--- src/rtl/hpsp_regs.vh ---
`ifndef HPSP_REGS_VH
`define HPSP_REGS_VH
// register offsets (byte addresses)
`define HPSP_ADR_CTRL 4'h0
`define HPSP_ADR_STAT 4'h4
`define HPSP_ADR_SLOTA 4'h8
`define HPSP_ADR_SLOTB 4'hC
// control fields
`define HPSP_CTRL_POR_DONE 0
`define HPSP_CTRL_RESET 32'h00000000
// slot status fields
`define HPSP_ST_RET 0
`define HPSP_ST_OVR 1
`define HPSP_ST_PG 2
`define HPSP_ST_DPG 3
`define HPSP_ST_TRIP 4
`define HPSP_ST_ATTN 5
`define HPSP_ST_HIGH 6
`define HPSP_ST_LOW 7
`define HPSP_ST_STBY 8
// timing
`define HPSP_CLK_HZ 20000000
`define HPSP_DEB_MS 10
`define HPSP_DLY_MS 164
`define HPSP_POR_US 160
`define HPSP_DEB_CYC (`HPSP_CLK_HZ / 1000 * `HPSP_DEB_MS)
`define HPSP_DLY_CYC (`HPSP_CLK_HZ / 1000 * `HPSP_DLY_MS)
`define HPSP_POR_CYC (`HPSP_CLK_HZ / 1000000 * `HPSP_POR_US)
`endif

--- src/rtl/hpsp_top.v ---
// Contract
// - gates off unless retention held low
// - debounce retention for about 10 ms
// - override low turns all three outputs on
// - override disables all protections
// - override ignores lockouts except standby supply
// - override forces power-ok low, releases others; code also forces delayed power-ok low
// - power-ok outputs open-drain, after power-on reset
// - power-ok when enabled slot delivers power
// - delayed power-ok 164 ms after power-ok
// - one open-drain system power-ok after reset
// - system power-ok low only for bad slot
// - unused or disabled slots leave it high
// - enables active high, undriven reads asserted
// - requests taken only after supplies valid
// - attention released by enable falling edge
// - main trip re-armed by high-low-high enable
`timescale 1ns/1ps
`default_nettype none
`include "hpsp_regs.vh"
module hpsp_top #(
  parameter DEB_CYC = `HPSP_DEB_CYC,
  parameter DLY_CYC = `HPSP_DLY_CYC,
  parameter POR_CYC = `HPSP_POR_CYC
)(
  input wire clk_i,
  input wire rst_i,
  input wire [31:0] wb_adr_i,
  input wire [31:0] wb_dat_i,
  input wire [3:0] wb_sel_i,
  input wire wb_we_i,
  input wire wb_cyc_i,
  input wire wb_stb_i,
  output reg [31:0] wb_dat_o,
  output reg wb_ack_o,
  input wire supplies_ok_i,
  input wire stby_supply_ok_i,
  input wire [1:0] card_retention_n_i,
  input wire [1:0] override_n_i,
  input wire [1:0] main_enable_i,
  input wire [1:0] main_enable_oe_i,
  input wire [1:0] standby_rail_enable_i,
  input wire [1:0] standby_rail_enable_oe_i,
  input wire [1:0] main_trip_i,
  input wire [1:0] high_ok_i,
  input wire [1:0] low_ok_i,
  input wire [1:0] stby_ok_i,
  output reg [1:0] high_rail_gate_o,
  output reg [1:0] low_rail_gate_o,
  output reg [1:0] standby_output_o,
  output reg [1:0] slot_power_ok_n_o,
  output reg [1:0] slot_power_ok_n_oe_o,
  output reg [1:0] delayed_power_ok_n_o,
  output reg [1:0] delayed_power_ok_n_oe_o,
  output reg system_power_ok_o,
  output reg system_power_ok_oe_o,
  output reg [1:0] attention_n_oe_o
);
  reg [15:0] por_cnt;
  reg por_done;
  wire [1:0] s_high;
  wire [1:0] s_low;
  wire [1:0] s_stby;
  wire [1:0] s_pg;
  wire [1:0] s_dpg;
  wire [1:0] s_bad;
  wire [1:0] s_trip;
  wire [1:0] s_attn;
  wire [1:0] s_ret;
  // undriven enable line reads asserted: pull-up modelled from the enable's output enable
  wire [1:0] me = main_enable_i | ~main_enable_oe_i;
  wire [1:0] se = standby_rail_enable_i | ~standby_rail_enable_oe_i;
  genvar g;
  generate
    for (g = 0; g < 2; g = g + 1)
    begin : slot
      hpsp_slot #(
        .DEB_CYC(DEB_CYC),
        .DLY_CYC(DLY_CYC)
      ) u_slot (
        .clk_i(clk_i),
        .rst_i(rst_i),
        .por_done_i(por_done),
        .supplies_ok_i(supplies_ok_i),
        .stby_supply_ok_i(stby_supply_ok_i),
        .card_retention_n_i(card_retention_n_i[g]),
        .override_n_i(override_n_i[g]),
        .main_enable_i(me[g]),
        .standby_rail_enable_i(se[g]),
        .main_trip_i(main_trip_i[g]),
        .high_ok_i(high_ok_i[g]),
        .low_ok_i(low_ok_i[g]),
        .stby_ok_i(stby_ok_i[g]),
        .high_rail_gate_o(s_high[g]),
        .low_rail_gate_o(s_low[g]),
        .standby_output_o(s_stby[g]),
        .power_ok_o(s_pg[g]),
        .delayed_ok_o(s_dpg[g]),
        .sys_bad_o(s_bad[g]),
        .tripped_o(s_trip[g]),
        .attention_o(s_attn[g]),
        .retained_o(s_ret[g])
      );
    end
  endgenerate
  function [31:0] slot_word;
    input i;
    begin
      slot_word = 32'h00000000;
      slot_word[`HPSP_ST_RET] = s_ret[i];
      slot_word[`HPSP_ST_OVR] = ~override_n_i[i];
      slot_word[`HPSP_ST_PG] = s_pg[i];
      slot_word[`HPSP_ST_DPG] = s_dpg[i];
      slot_word[`HPSP_ST_TRIP] = s_trip[i];
      slot_word[`HPSP_ST_ATTN] = s_attn[i];
      slot_word[`HPSP_ST_HIGH] = s_high[i];
      slot_word[`HPSP_ST_LOW] = s_low[i];
      slot_word[`HPSP_ST_STBY] = s_stby[i];
    end
  endfunction
  reg sw_por;
  always @(posedge clk_i)
  begin
    if (rst_i)
    begin
      por_cnt <= 16'h0000;
      por_done <= 1'b0;
    end
    else if (!por_done)
    begin
      if (por_cnt == POR_CYC[15:0] - 16'h0001)
        por_done <= 1'b1;
      else
        por_cnt <= por_cnt + 16'h0001;
    end
  end
  always @(posedge clk_i)
  begin
    if (rst_i)
    begin
      high_rail_gate_o <= 2'h0;
      low_rail_gate_o <= 2'h0;
      standby_output_o <= 2'h0;
      slot_power_ok_n_o <= 2'h0;
      slot_power_ok_n_oe_o <= 2'h0;
      delayed_power_ok_n_o <= 2'h0;
      delayed_power_ok_n_oe_o <= 2'h0;
      system_power_ok_o <= 1'b0;
      system_power_ok_oe_o <= 1'b0;
      attention_n_oe_o <= 2'h0;
    end
    else
    begin
      high_rail_gate_o <= s_high;
      low_rail_gate_o <= s_low;
      standby_output_o <= s_stby;
      slot_power_ok_n_oe_o <= s_pg;
      delayed_power_ok_n_oe_o <= s_dpg;
      // any override releases the shared system line; a slot's override releases its own attention
      system_power_ok_oe_o <= por_done & (|s_bad) &
        (&override_n_i);
      attention_n_oe_o <= s_attn;
    end
  end
  // wishbone slave: one wait state, ack one cycle
  always @(posedge clk_i)
  begin
    if (rst_i)
    begin
      wb_ack_o <= 1'b0;
      wb_dat_o <= 32'h00000000;
      sw_por <= 1'b0;
    end
    else
    begin
      wb_ack_o <= wb_cyc_i & wb_stb_i & ~wb_ack_o;
      sw_por <= por_done;
      if (wb_cyc_i & wb_stb_i & ~wb_ack_o)
      begin
        case (wb_adr_i[3:0])
          `HPSP_ADR_CTRL: wb_dat_o <= {31'h00000000, sw_por};
          `HPSP_ADR_STAT: wb_dat_o <= {28'h0000000, s_bad, s_trip};
          `HPSP_ADR_SLOTA: wb_dat_o <= slot_word(1'b0);
          `HPSP_ADR_SLOTB: wb_dat_o <= slot_word(1'b1);
          default: wb_dat_o <= 32'h00000000;
        endcase
      end
    end
  end
endmodule
`default_nettype wire

--- src/rtl/hpsp_slot.v ---
`timescale 1ns/1ps
`default_nettype none
`include "hpsp_regs.vh"
module hpsp_slot #(
  parameter DEB_CYC = `HPSP_DEB_CYC,
  parameter DLY_CYC = `HPSP_DLY_CYC,
  parameter CW = 23
)(
  input wire clk_i,
  input wire rst_i,
  input wire por_done_i,
  input wire supplies_ok_i,
  input wire stby_supply_ok_i,
  input wire card_retention_n_i,
  input wire override_n_i,
  input wire main_enable_i,
  input wire standby_rail_enable_i,
  input wire main_trip_i,
  input wire high_ok_i,
  input wire low_ok_i,
  input wire stby_ok_i,
  output reg high_rail_gate_o,
  output reg low_rail_gate_o,
  output reg standby_output_o,
  output reg power_ok_o,
  output reg delayed_ok_o,
  output reg sys_bad_o,
  output reg tripped_o,
  output reg attention_o,
  output reg retained_o
);
  reg [CW-1:0] deb_cnt;
  reg [CW-1:0] dly_cnt;
  reg ret_raw;
  reg me_q;
  reg se_q;
  reg [1:0] rearm;
  wire ovr = ~override_n_i;
  wire me_fall = me_q & ~main_enable_i;
  wire se_fall = se_q & ~standby_rail_enable_i;
  wire next_high;
  wire next_low;
  wire next_stby;
  wire next_pg;
  // without override, gates need a debounced retention, live supplies and no latched trip
  assign next_high = ovr ? stby_supply_ok_i :
    (retained_o & supplies_ok_i & main_enable_i & ~tripped_o);
  assign next_low = next_high;
  assign next_stby = ovr ? stby_supply_ok_i :
    (retained_o & stby_supply_ok_i & standby_rail_enable_i);
  assign next_pg = ovr | (retained_o & main_enable_i & ~tripped_o &
    high_ok_i & low_ok_i & stby_ok_i & standby_rail_enable_i);
  always @(posedge clk_i)
  begin
    if (rst_i)
    begin
      deb_cnt <= {CW{1'b0}};
      dly_cnt <= {CW{1'b0}};
      ret_raw <= 1'b0;
      retained_o <= 1'b0;
      me_q <= 1'b1;
      se_q <= 1'b1;
      rearm <= 2'b00;
      tripped_o <= 1'b0;
      attention_o <= 1'b0;
      high_rail_gate_o <= 1'b0;
      low_rail_gate_o <= 1'b0;
      standby_output_o <= 1'b0;
      power_ok_o <= 1'b0;
      delayed_ok_o <= 1'b0;
      sys_bad_o <= 1'b0;
    end
    else
    begin
      me_q <= main_enable_i;
      se_q <= standby_rail_enable_i;
      // debounce: accept a level only after it holds for DEB_CYC cycles
      ret_raw <= ~card_retention_n_i;
      if (ret_raw == retained_o)
        deb_cnt <= {CW{1'b0}};
      else if (deb_cnt == DEB_CYC[CW-1:0] - 1'b1)
      begin
        retained_o <= ret_raw;
        deb_cnt <= {CW{1'b0}};
      end
      else
        deb_cnt <= deb_cnt + 1'b1;
      // fault trip ignored under override; re-arm needs high-low-high
      if (main_trip_i & ~ovr & high_rail_gate_o & ~tripped_o)
      begin
        tripped_o <= 1'b1;
        rearm <= 2'b00;
      end
      else if (tripped_o)
      begin
        if (rearm == 2'b00 && main_enable_i)
          rearm <= 2'b01;
        else if (rearm == 2'b01 && !main_enable_i)
          rearm <= 2'b10;
        else if (rearm == 2'b10 && main_enable_i)
          tripped_o <= 1'b0;
      end
      // attention set by a trip, released by an enable falling edge or by override
      if (main_trip_i & ~ovr & high_rail_gate_o)
        attention_o <= 1'b1;
      else if (ovr | me_fall | se_fall)
        attention_o <= 1'b0;
      high_rail_gate_o <= por_done_i & next_high;
      low_rail_gate_o <= por_done_i & next_low;
      standby_output_o <= por_done_i & next_stby;
      power_ok_o <= por_done_i & next_pg;
      if (!(por_done_i & next_pg))
      begin
        dly_cnt <= {CW{1'b0}};
        delayed_ok_o <= 1'b0;
      end
      else if (ovr)
        delayed_ok_o <= 1'b1;
      else if (power_ok_o & ~delayed_ok_o)
      begin
        if (dly_cnt == DLY_CYC[CW-1:0] - 1'b1)
          delayed_ok_o <= 1'b1;
        else
          dly_cnt <= dly_cnt + 1'b1;
      end
      sys_bad_o <= retained_o & (main_enable_i | standby_rail_enable_i) &
        ~ovr & ((main_enable_i & ~(high_ok_i & low_ok_i)) |
        (standby_rail_enable_i & ~stby_ok_i));
    end
  end
endmodule
`default_nettype wire

--- config.mk ---
export PLATFORM = sky130hd
export DESIGN_NAME = hpsp_top
export DESIGN_NICKNAME = d
export VERILOG_FILES = /design/src/rtl/hpsp_top.v /design/src/rtl/hpsp_slot.v
export VERILOG_INCLUDE_DIRS = /design/src /design/src/rtl
export SDC_FILE = /design/constraint.sdc
export NUM_CORES = 1
export LEC_CHECK = 0
export ABC_AREA = 1
export BUFFER_PORTS_ARGS = -buffer_cell sky130_fd_sc_hd__buf_4
export CAP_MARGIN = 20
export CORE_MARGIN = 4
export CORE_UTILIZATION = 28
export DETAILED_ROUTE_END_ITERATION = 10
export SLEW_MARGIN = 20
export SYNTH_ARGS = -nofsm -noshare
export SYNTH_HDL_FRONTEND = slang
export SYNTH_HIERARCHICAL = 1
export SYNTH_SLANG_ARGS = --single-unit
--- constraint.sdc ---
create_clock -name clk_i -period 1.5 [get_ports clk_i]
set_input_delay 0.45 -clock clk_i [delete_from_list [all_inputs] [get_ports clk_i]]
set_output_delay 0.45 -clock clk_i [all_outputs]
set_load 0.05 [all_outputs]
## Word-level counts from Yosys, hierarchy flattened

Index checks and enable logic that the tools add are counted.
Widths: inputs -> output; s select.

- Bits in registers: 180
- Output and inout port bits: 51
- Word-level logic and storage cells: 220

- $add $sub $neg: 5
- Equal/unequal tests: 18
- Mux-type cells: 31
- Bitwise operators: 95
- Reduce and logical (&&, ||, !) cells: 32

Operators with widths:

| kind | number |
|---|---|
| $add 23x1->23 const B | 4 |
| $and 1x1->1 | 56 |
| $eq 23x18->1 const B | 2 |
| $eq 23x22->1 const B | 2 |
| $pmux 9 s4 | 1 |
| $mux 1 | 26 |
| $not 1->1 | 25 |
| $add 16x1->16 const B | 1 |
| $eq 16x12->1 const B | 1 |
| $reduce_and 2->1 | 8 |
| $or 1x1->1 | 10 |
| $reduce_or 2->1 | 5 |
| $eq 4x4->1 const B | 2 |
| $mux 2 | 4 |
| $ne 2x1->1 const B | 4 |
| $reduce_bool 2->1 | 4 |
| $logic_and 1x1->1 | 6 |
| $reduce_and 3->1 | 2 |
| $reduce_or 3->1 | 2 |
| $eq 2x1->1 const B | 2 |
| $eq 2x2->1 const B | 2 |
| $eq 4x3->1 const B | 1 |
| $logic_not 2->1 | 2 |
| $logic_not 4->1 | 1 |
| other kinds (4) | 8 |

## Longest topological paths before layout

- Depth after elaboration: 12
- Gate-level depth with buffers: 11
- Gate-level depth less buffers: 11

## Hierarchy

The synthesis kept the hierarchy.

By module, submodules not included:

| module | times used | cells an instance | area an instance (µm²) | seq. area each (µm²) |
|---|---|---|---|---|
| hpsp_slot at slot[1].u_slot | 1 | 489 | 3226.8 | 1181.1 |
| hpsp_slot at slot[0].u_slot | 1 | 496 | 3186.8 | 1181.1 |
| hpsp_top | 1 | 309 | 2092.0 | 820.8 |

## Worst setup path after synthesis

OpenSTA, ideal clock, no wires.

- Kind: register to register
- Start: register slot[1].u_slot.deb_cnt[0]
- End: register slot[1].u_slot.deb_cnt[16]
- Setup time: 0.116 ns
- Arrival time: 1.387 ns
- Slack: -0.003 ns
- Cell stages (with the launch flop): 10
- Buffers on the path: 1
- Clock period less this slack: 1.503 ns
- Path through: dfxtp_1 > ha_1 > nand3_2 > nor2_4 > nand2_4 > nor2_4 > nand3_4 > nand2_8 > buf_12 > a21oi_1

- Longest elaborated chain between the ends: 2
- Elaborated cells on any way between the ends: 3
- Classes of those cells: 1 x add/sub; 1 x eq/ne; 1 x reduce/logical

RTL lines:

| item | line | source |
|---|---|---|
| start, declared | hpsp_slot.v:32 | `reg [CW-1:0] deb_cnt;` |
| start signal, assigned | hpsp_slot.v:57 | `deb_cnt <= {CW{1'b0}};` |
| start signal, assigned | hpsp_slot.v:80 | `deb_cnt <= {CW{1'b0}};` |
| start signal, assigned | hpsp_slot.v:84 | `deb_cnt <= {CW{1'b0}};` |
| parallel branches: the longest is 2 deep, another holds $add 23x1->23 | -- |  |

Parallel ways; which one is timed is not known.
A chain may end at the register's enable or synchronous reset.

## Final worst setup path

- Start: register slot[1].u_slot.deb_cnt[0]
- End: register slot[1].u_slot.deb_cnt[20]

The elaborated chain is that of the path after synthesis.

==> results_dict.tcl <==
set metrics [dict create \
    setup_viol 22 \
    grt_pass1_vias 7919 \
    p_total_mw 9.67 \
    row_count 63 \
    violations "setup timing" \
    dr.pass1.iters 5 \
    wl_met3_microns 1160 \
    async_flop_share 0 \
    max-vdd-ir-drop_uv 793 \
    status "finished with violations" \
    r2r_start "slot[1].u_slot/deb_cnt[0]$_SDFF_PP0_" \
    drive_above_1_share 0.263 \
    worstRegToRegCells 8 \
    netlist_area_sq_um 8510 \
    fin_skew_ps 8.15 \
    nets 1562 \
    min_path_type "primary input to flip-flop" \
    grt_pass1_wl_microns 37100 \
    path_class "flip-flop to flip-flop" \
    setup-tns-final_ps -711 \
    fin_ws_ps -51.5 \
    ys_types 46 \
    fin_crit_sh 1.03 \
    cts_tree "yes" \
    die_x_microns 182 \
    fmax_mhz 645 \
    insertion_delay_ps 430 \
    p_leak_nw 4.36 \
    via_per_inst 4.56 \
    critPathCaptureType "flip-flop" \
    io_pins 146 \
    place_area_sq_um 9850 \
    drv_cap 0 \
    ys_seq_area_frac 0.374 \
    power_density_nw_per_um2 852 \
    routed.top_layer "met5" \
    design_area_sq_um 11300 \
    htree_levels 4 \
    dieHeight_microns 182 \
    drc 0 \
    cp.arrival_ps 1870 \
    route.met2.wl_microns 11400 \
    fin_crit_ps 1550 \
    grt_start_max_net_pins 25 \
    final_core_util 0.381 \
    antenna_cells 0 \
    cts_made_buffers 17 \
    drtAntennaViolNets 0 \
    final_hold_viol_count 0 \
    pre_cts_slack_ps -170 \
    die-area_sq_um 33200 \
    seq_area_sq_um 3220 \
    ys_ff_latch 159 \
    multiInputGateArea_sq_um 4910 \
    place.gp.congestion 0.872 \
    fp.coreArea_sq_um 29800 \
    dpl.hpwl_microns 16400 \
    synth_cells 1294 \
    holdCritStartpoint "card_retention_n_i[0]" \
    syn_avg_cell_area_sq_um 6.57 \
    cp-start-kind "flip-flop" \
    synth_edf_count 0 \
    clk_pin_slew_ps 70 \
    grtUsageTotal 0.134 \
    portBuffers 52 \
    ys.flop_type "dfxtp_1" \
    cp_max_fo 6 \
    yosysWarnings 6 \
    grt_setup_unrepaired "yes" \
    cts_num_sinks 159 \
    cts_root_buf "clkbuf_16" \
    slew_viol_final 0 \
    cts_max_path_buffers 2 \
    holdPathEnd "slot[0].u_slot/ret_raw$_SDFF_PP0_" \
    worst-r2r-setup-slack_ps -50 \
    wl_per_cell_microns 12.5 \
    drt_wl_total_microns 23300 \
    grt_overflow 0 \
    wl_met1_microns 10400 \
    dr.first_iter.drc_count 605 \
    synthToLayoutAreaGrowth_pct 33.4 \
    timing.rr.end "slot[1].u_slot/deb_cnt[20]$_SDFF_PP0_" \
    start_util 0.285 \
    required_ps 1820 \
    fillers 3094 \
    whs_path_depth 2 \
    num_vias 8497 \
    antenna_found_initial 1 \
]
## Yosys cell counts (3+ instances only)
cell | count | area share
dfxtp_1 | 159 | 0.37
nand3b_1 | 7 | 0.0062
nor4_1 | 5 | 0.0037
nand2_1 | 303 | 0.13
o21ai_0 | 21 | 0.012
nor3_1 | 22 | 0.013
nor3_2 | 4 | 0.0047
nor2_1 | 244 | 0.11
nand3_2 | 10 | 0.012
nor2_4 | 8 | 0.011
nand3_1 | 87 | 0.051
clkbuf_1 | 5 | 0.0022
clkinv_1 | 4 | 0.0018
a31oi_1 | 3 | 0.0022
nand4_1 | 44 | 0.032
nand2_2 | 4 | 0.0029
inv_2 | 5 | 0.0022
buf_4 | 32 | 0.028
o21bai_1 | 11 | 0.0097
inv_1 | 172 | 0.076
ha_1 | 5 | 0.0074
xor2_1 | 10 | 0.010
a21oi_1 | 63 | 0.037
or2_2 | 3 | 0.0022
xnor2_1 | 4 | 0.0041
nor2_2 | 17 | 0.013
o22ai_1 | 4 | 0.0029
buf_6 | 3 | 0.0040
buf_2 | 10 | 0.0059
## state kept, by name, indices dropped and copies added (netlist names), 4 cells and up
register and flops:
slot.u_slot/deb_cnt 46, por_cnt 16, wb_dat_o 9, slot.u_slot/dly_cnt 46, slot.u_slot/rearm 4
## per-stage QoR
step / hold WS [ps] / instances
floorplan: 410 / 1321
global placement: 434 / 1802
detailed placement: 440 / 1802
CTS: 170 / 1845
global route: 178 / 1865
finish: 184 / 1865
## cell families (layout without fill, tap and decap cells)
kind of cell	count (synthesis)	after routing	share of synthesized area
and+or+nand+nor	769	775	0.407
buffers and inverters	234	382	0.123
DFF	159	159	0.374
AOI/OAI and AO/OA	112	112	0.0733
xor gates and xnor gates	14	14	0.0144
adders and majority gates	5	5	0.00736
other	1	28	0.000441
## routing by layer
layer | vias to the layer above | GRT usage
li1 | 4396 | -
met1 | 3897 | 0.172
met2 | 174 | 0.228
met3 | 28 | 0.0279
met4 | 2 | 0.0363
met5 | - | 0
## area by class of cell
cell class,instances,area share
clock inverter,15,0.0204
sequential,159,0.284
clock buffer,17,0.0375
timing repair buffer,169,0.122
inverter,181,0.0602
tap,390,0.0430
multi-input combinational,934,0.433
## report_power, final
| group | internal (mW) | total, mW | switching (mW) |
|---|---|---|---|
| clock network | 2.99 | 4.88 | 1.89 |
| registers | 4.24 | 4.25 | 0.0125 |
| logic | 0.163 | 0.542 | 0.378 |
## worst max-delay path, stage by stage, from the launching register on
cell     delay [ps]
dfxtp_2         350
ha_4            150
nand3_4          70
nor2_4          140
nand2_4         100
nor2_4          140
nand3_4         240
nand2_8         200
nor2_2           50
## timing repair
action / 4_1_cts / 5_1_grt
cloned: 6 / 3
hold buffers: 0 / 0
gates resized for setup: 36 / 133
setup endpoints to repair: 50 / 97
hold endpoints to repair: 0 / 0
setup buffers: 5 / 17
pin swaps: 15 / 43
## how the worst max path moves through the flow
stage,startpoint,cells past startpoint,end,slack [ps]
2_1_floorplan,slot[1].u_slot/deb_cnt[0]$_SDFF_PP0_,9,slot[1].u_slot/deb_cnt[16]$_SDFF_PP0_,2
3_3_place_gp,wb_adr_i[1],6,wb_dat_o[8]$_SDFFE_PP0P_,-160
3_5_place_dp,main_enable_oe_i[1],9,slot[1].u_slot/dly_cnt[0]$_SDFFE_PP0P_,-170
4_1_cts,slot[1].u_slot/deb_cnt[1]$_SDFF_PP0_,8,slot[1].u_slot/deb_cnt[3]$_SDFF_PP0_,-60
5_1_grt,slot[1].u_slot/deb_cnt[6]$_SDFF_PP0_,6,slot[1].u_slot/deb_cnt[21]$_SDFF_PP0_,-120
6_report,slot[1].u_slot/deb_cnt[0]$_SDFF_PP0_,8,slot[1].u_slot/deb_cnt[20]$_SDFF_PP0_,-50
## cells in the final DEF (no fill, tap or decap), types with 9 or more instances in the layout
cell type  instances
nand4_1           44
nor3_2            10
inv_1            164
nor2_4            21
nor3_1            16
xor2_1            10
nand2_4            9
a21oi_2           10
buf_4            153
nand3_2           14
nand2_2           12
buf_6              9
nor2_1           202
nor2_2            46
o21ai_0           17
nand3_1           79
nand2_1          290
conb_1            28
dfxtp_1          130
inv_2             13
o21bai_1          11
dfxtp_2           27
a21oi_1           54
clkbuf_16         19
No activity file was read; power rests on OpenSTA's default activity.
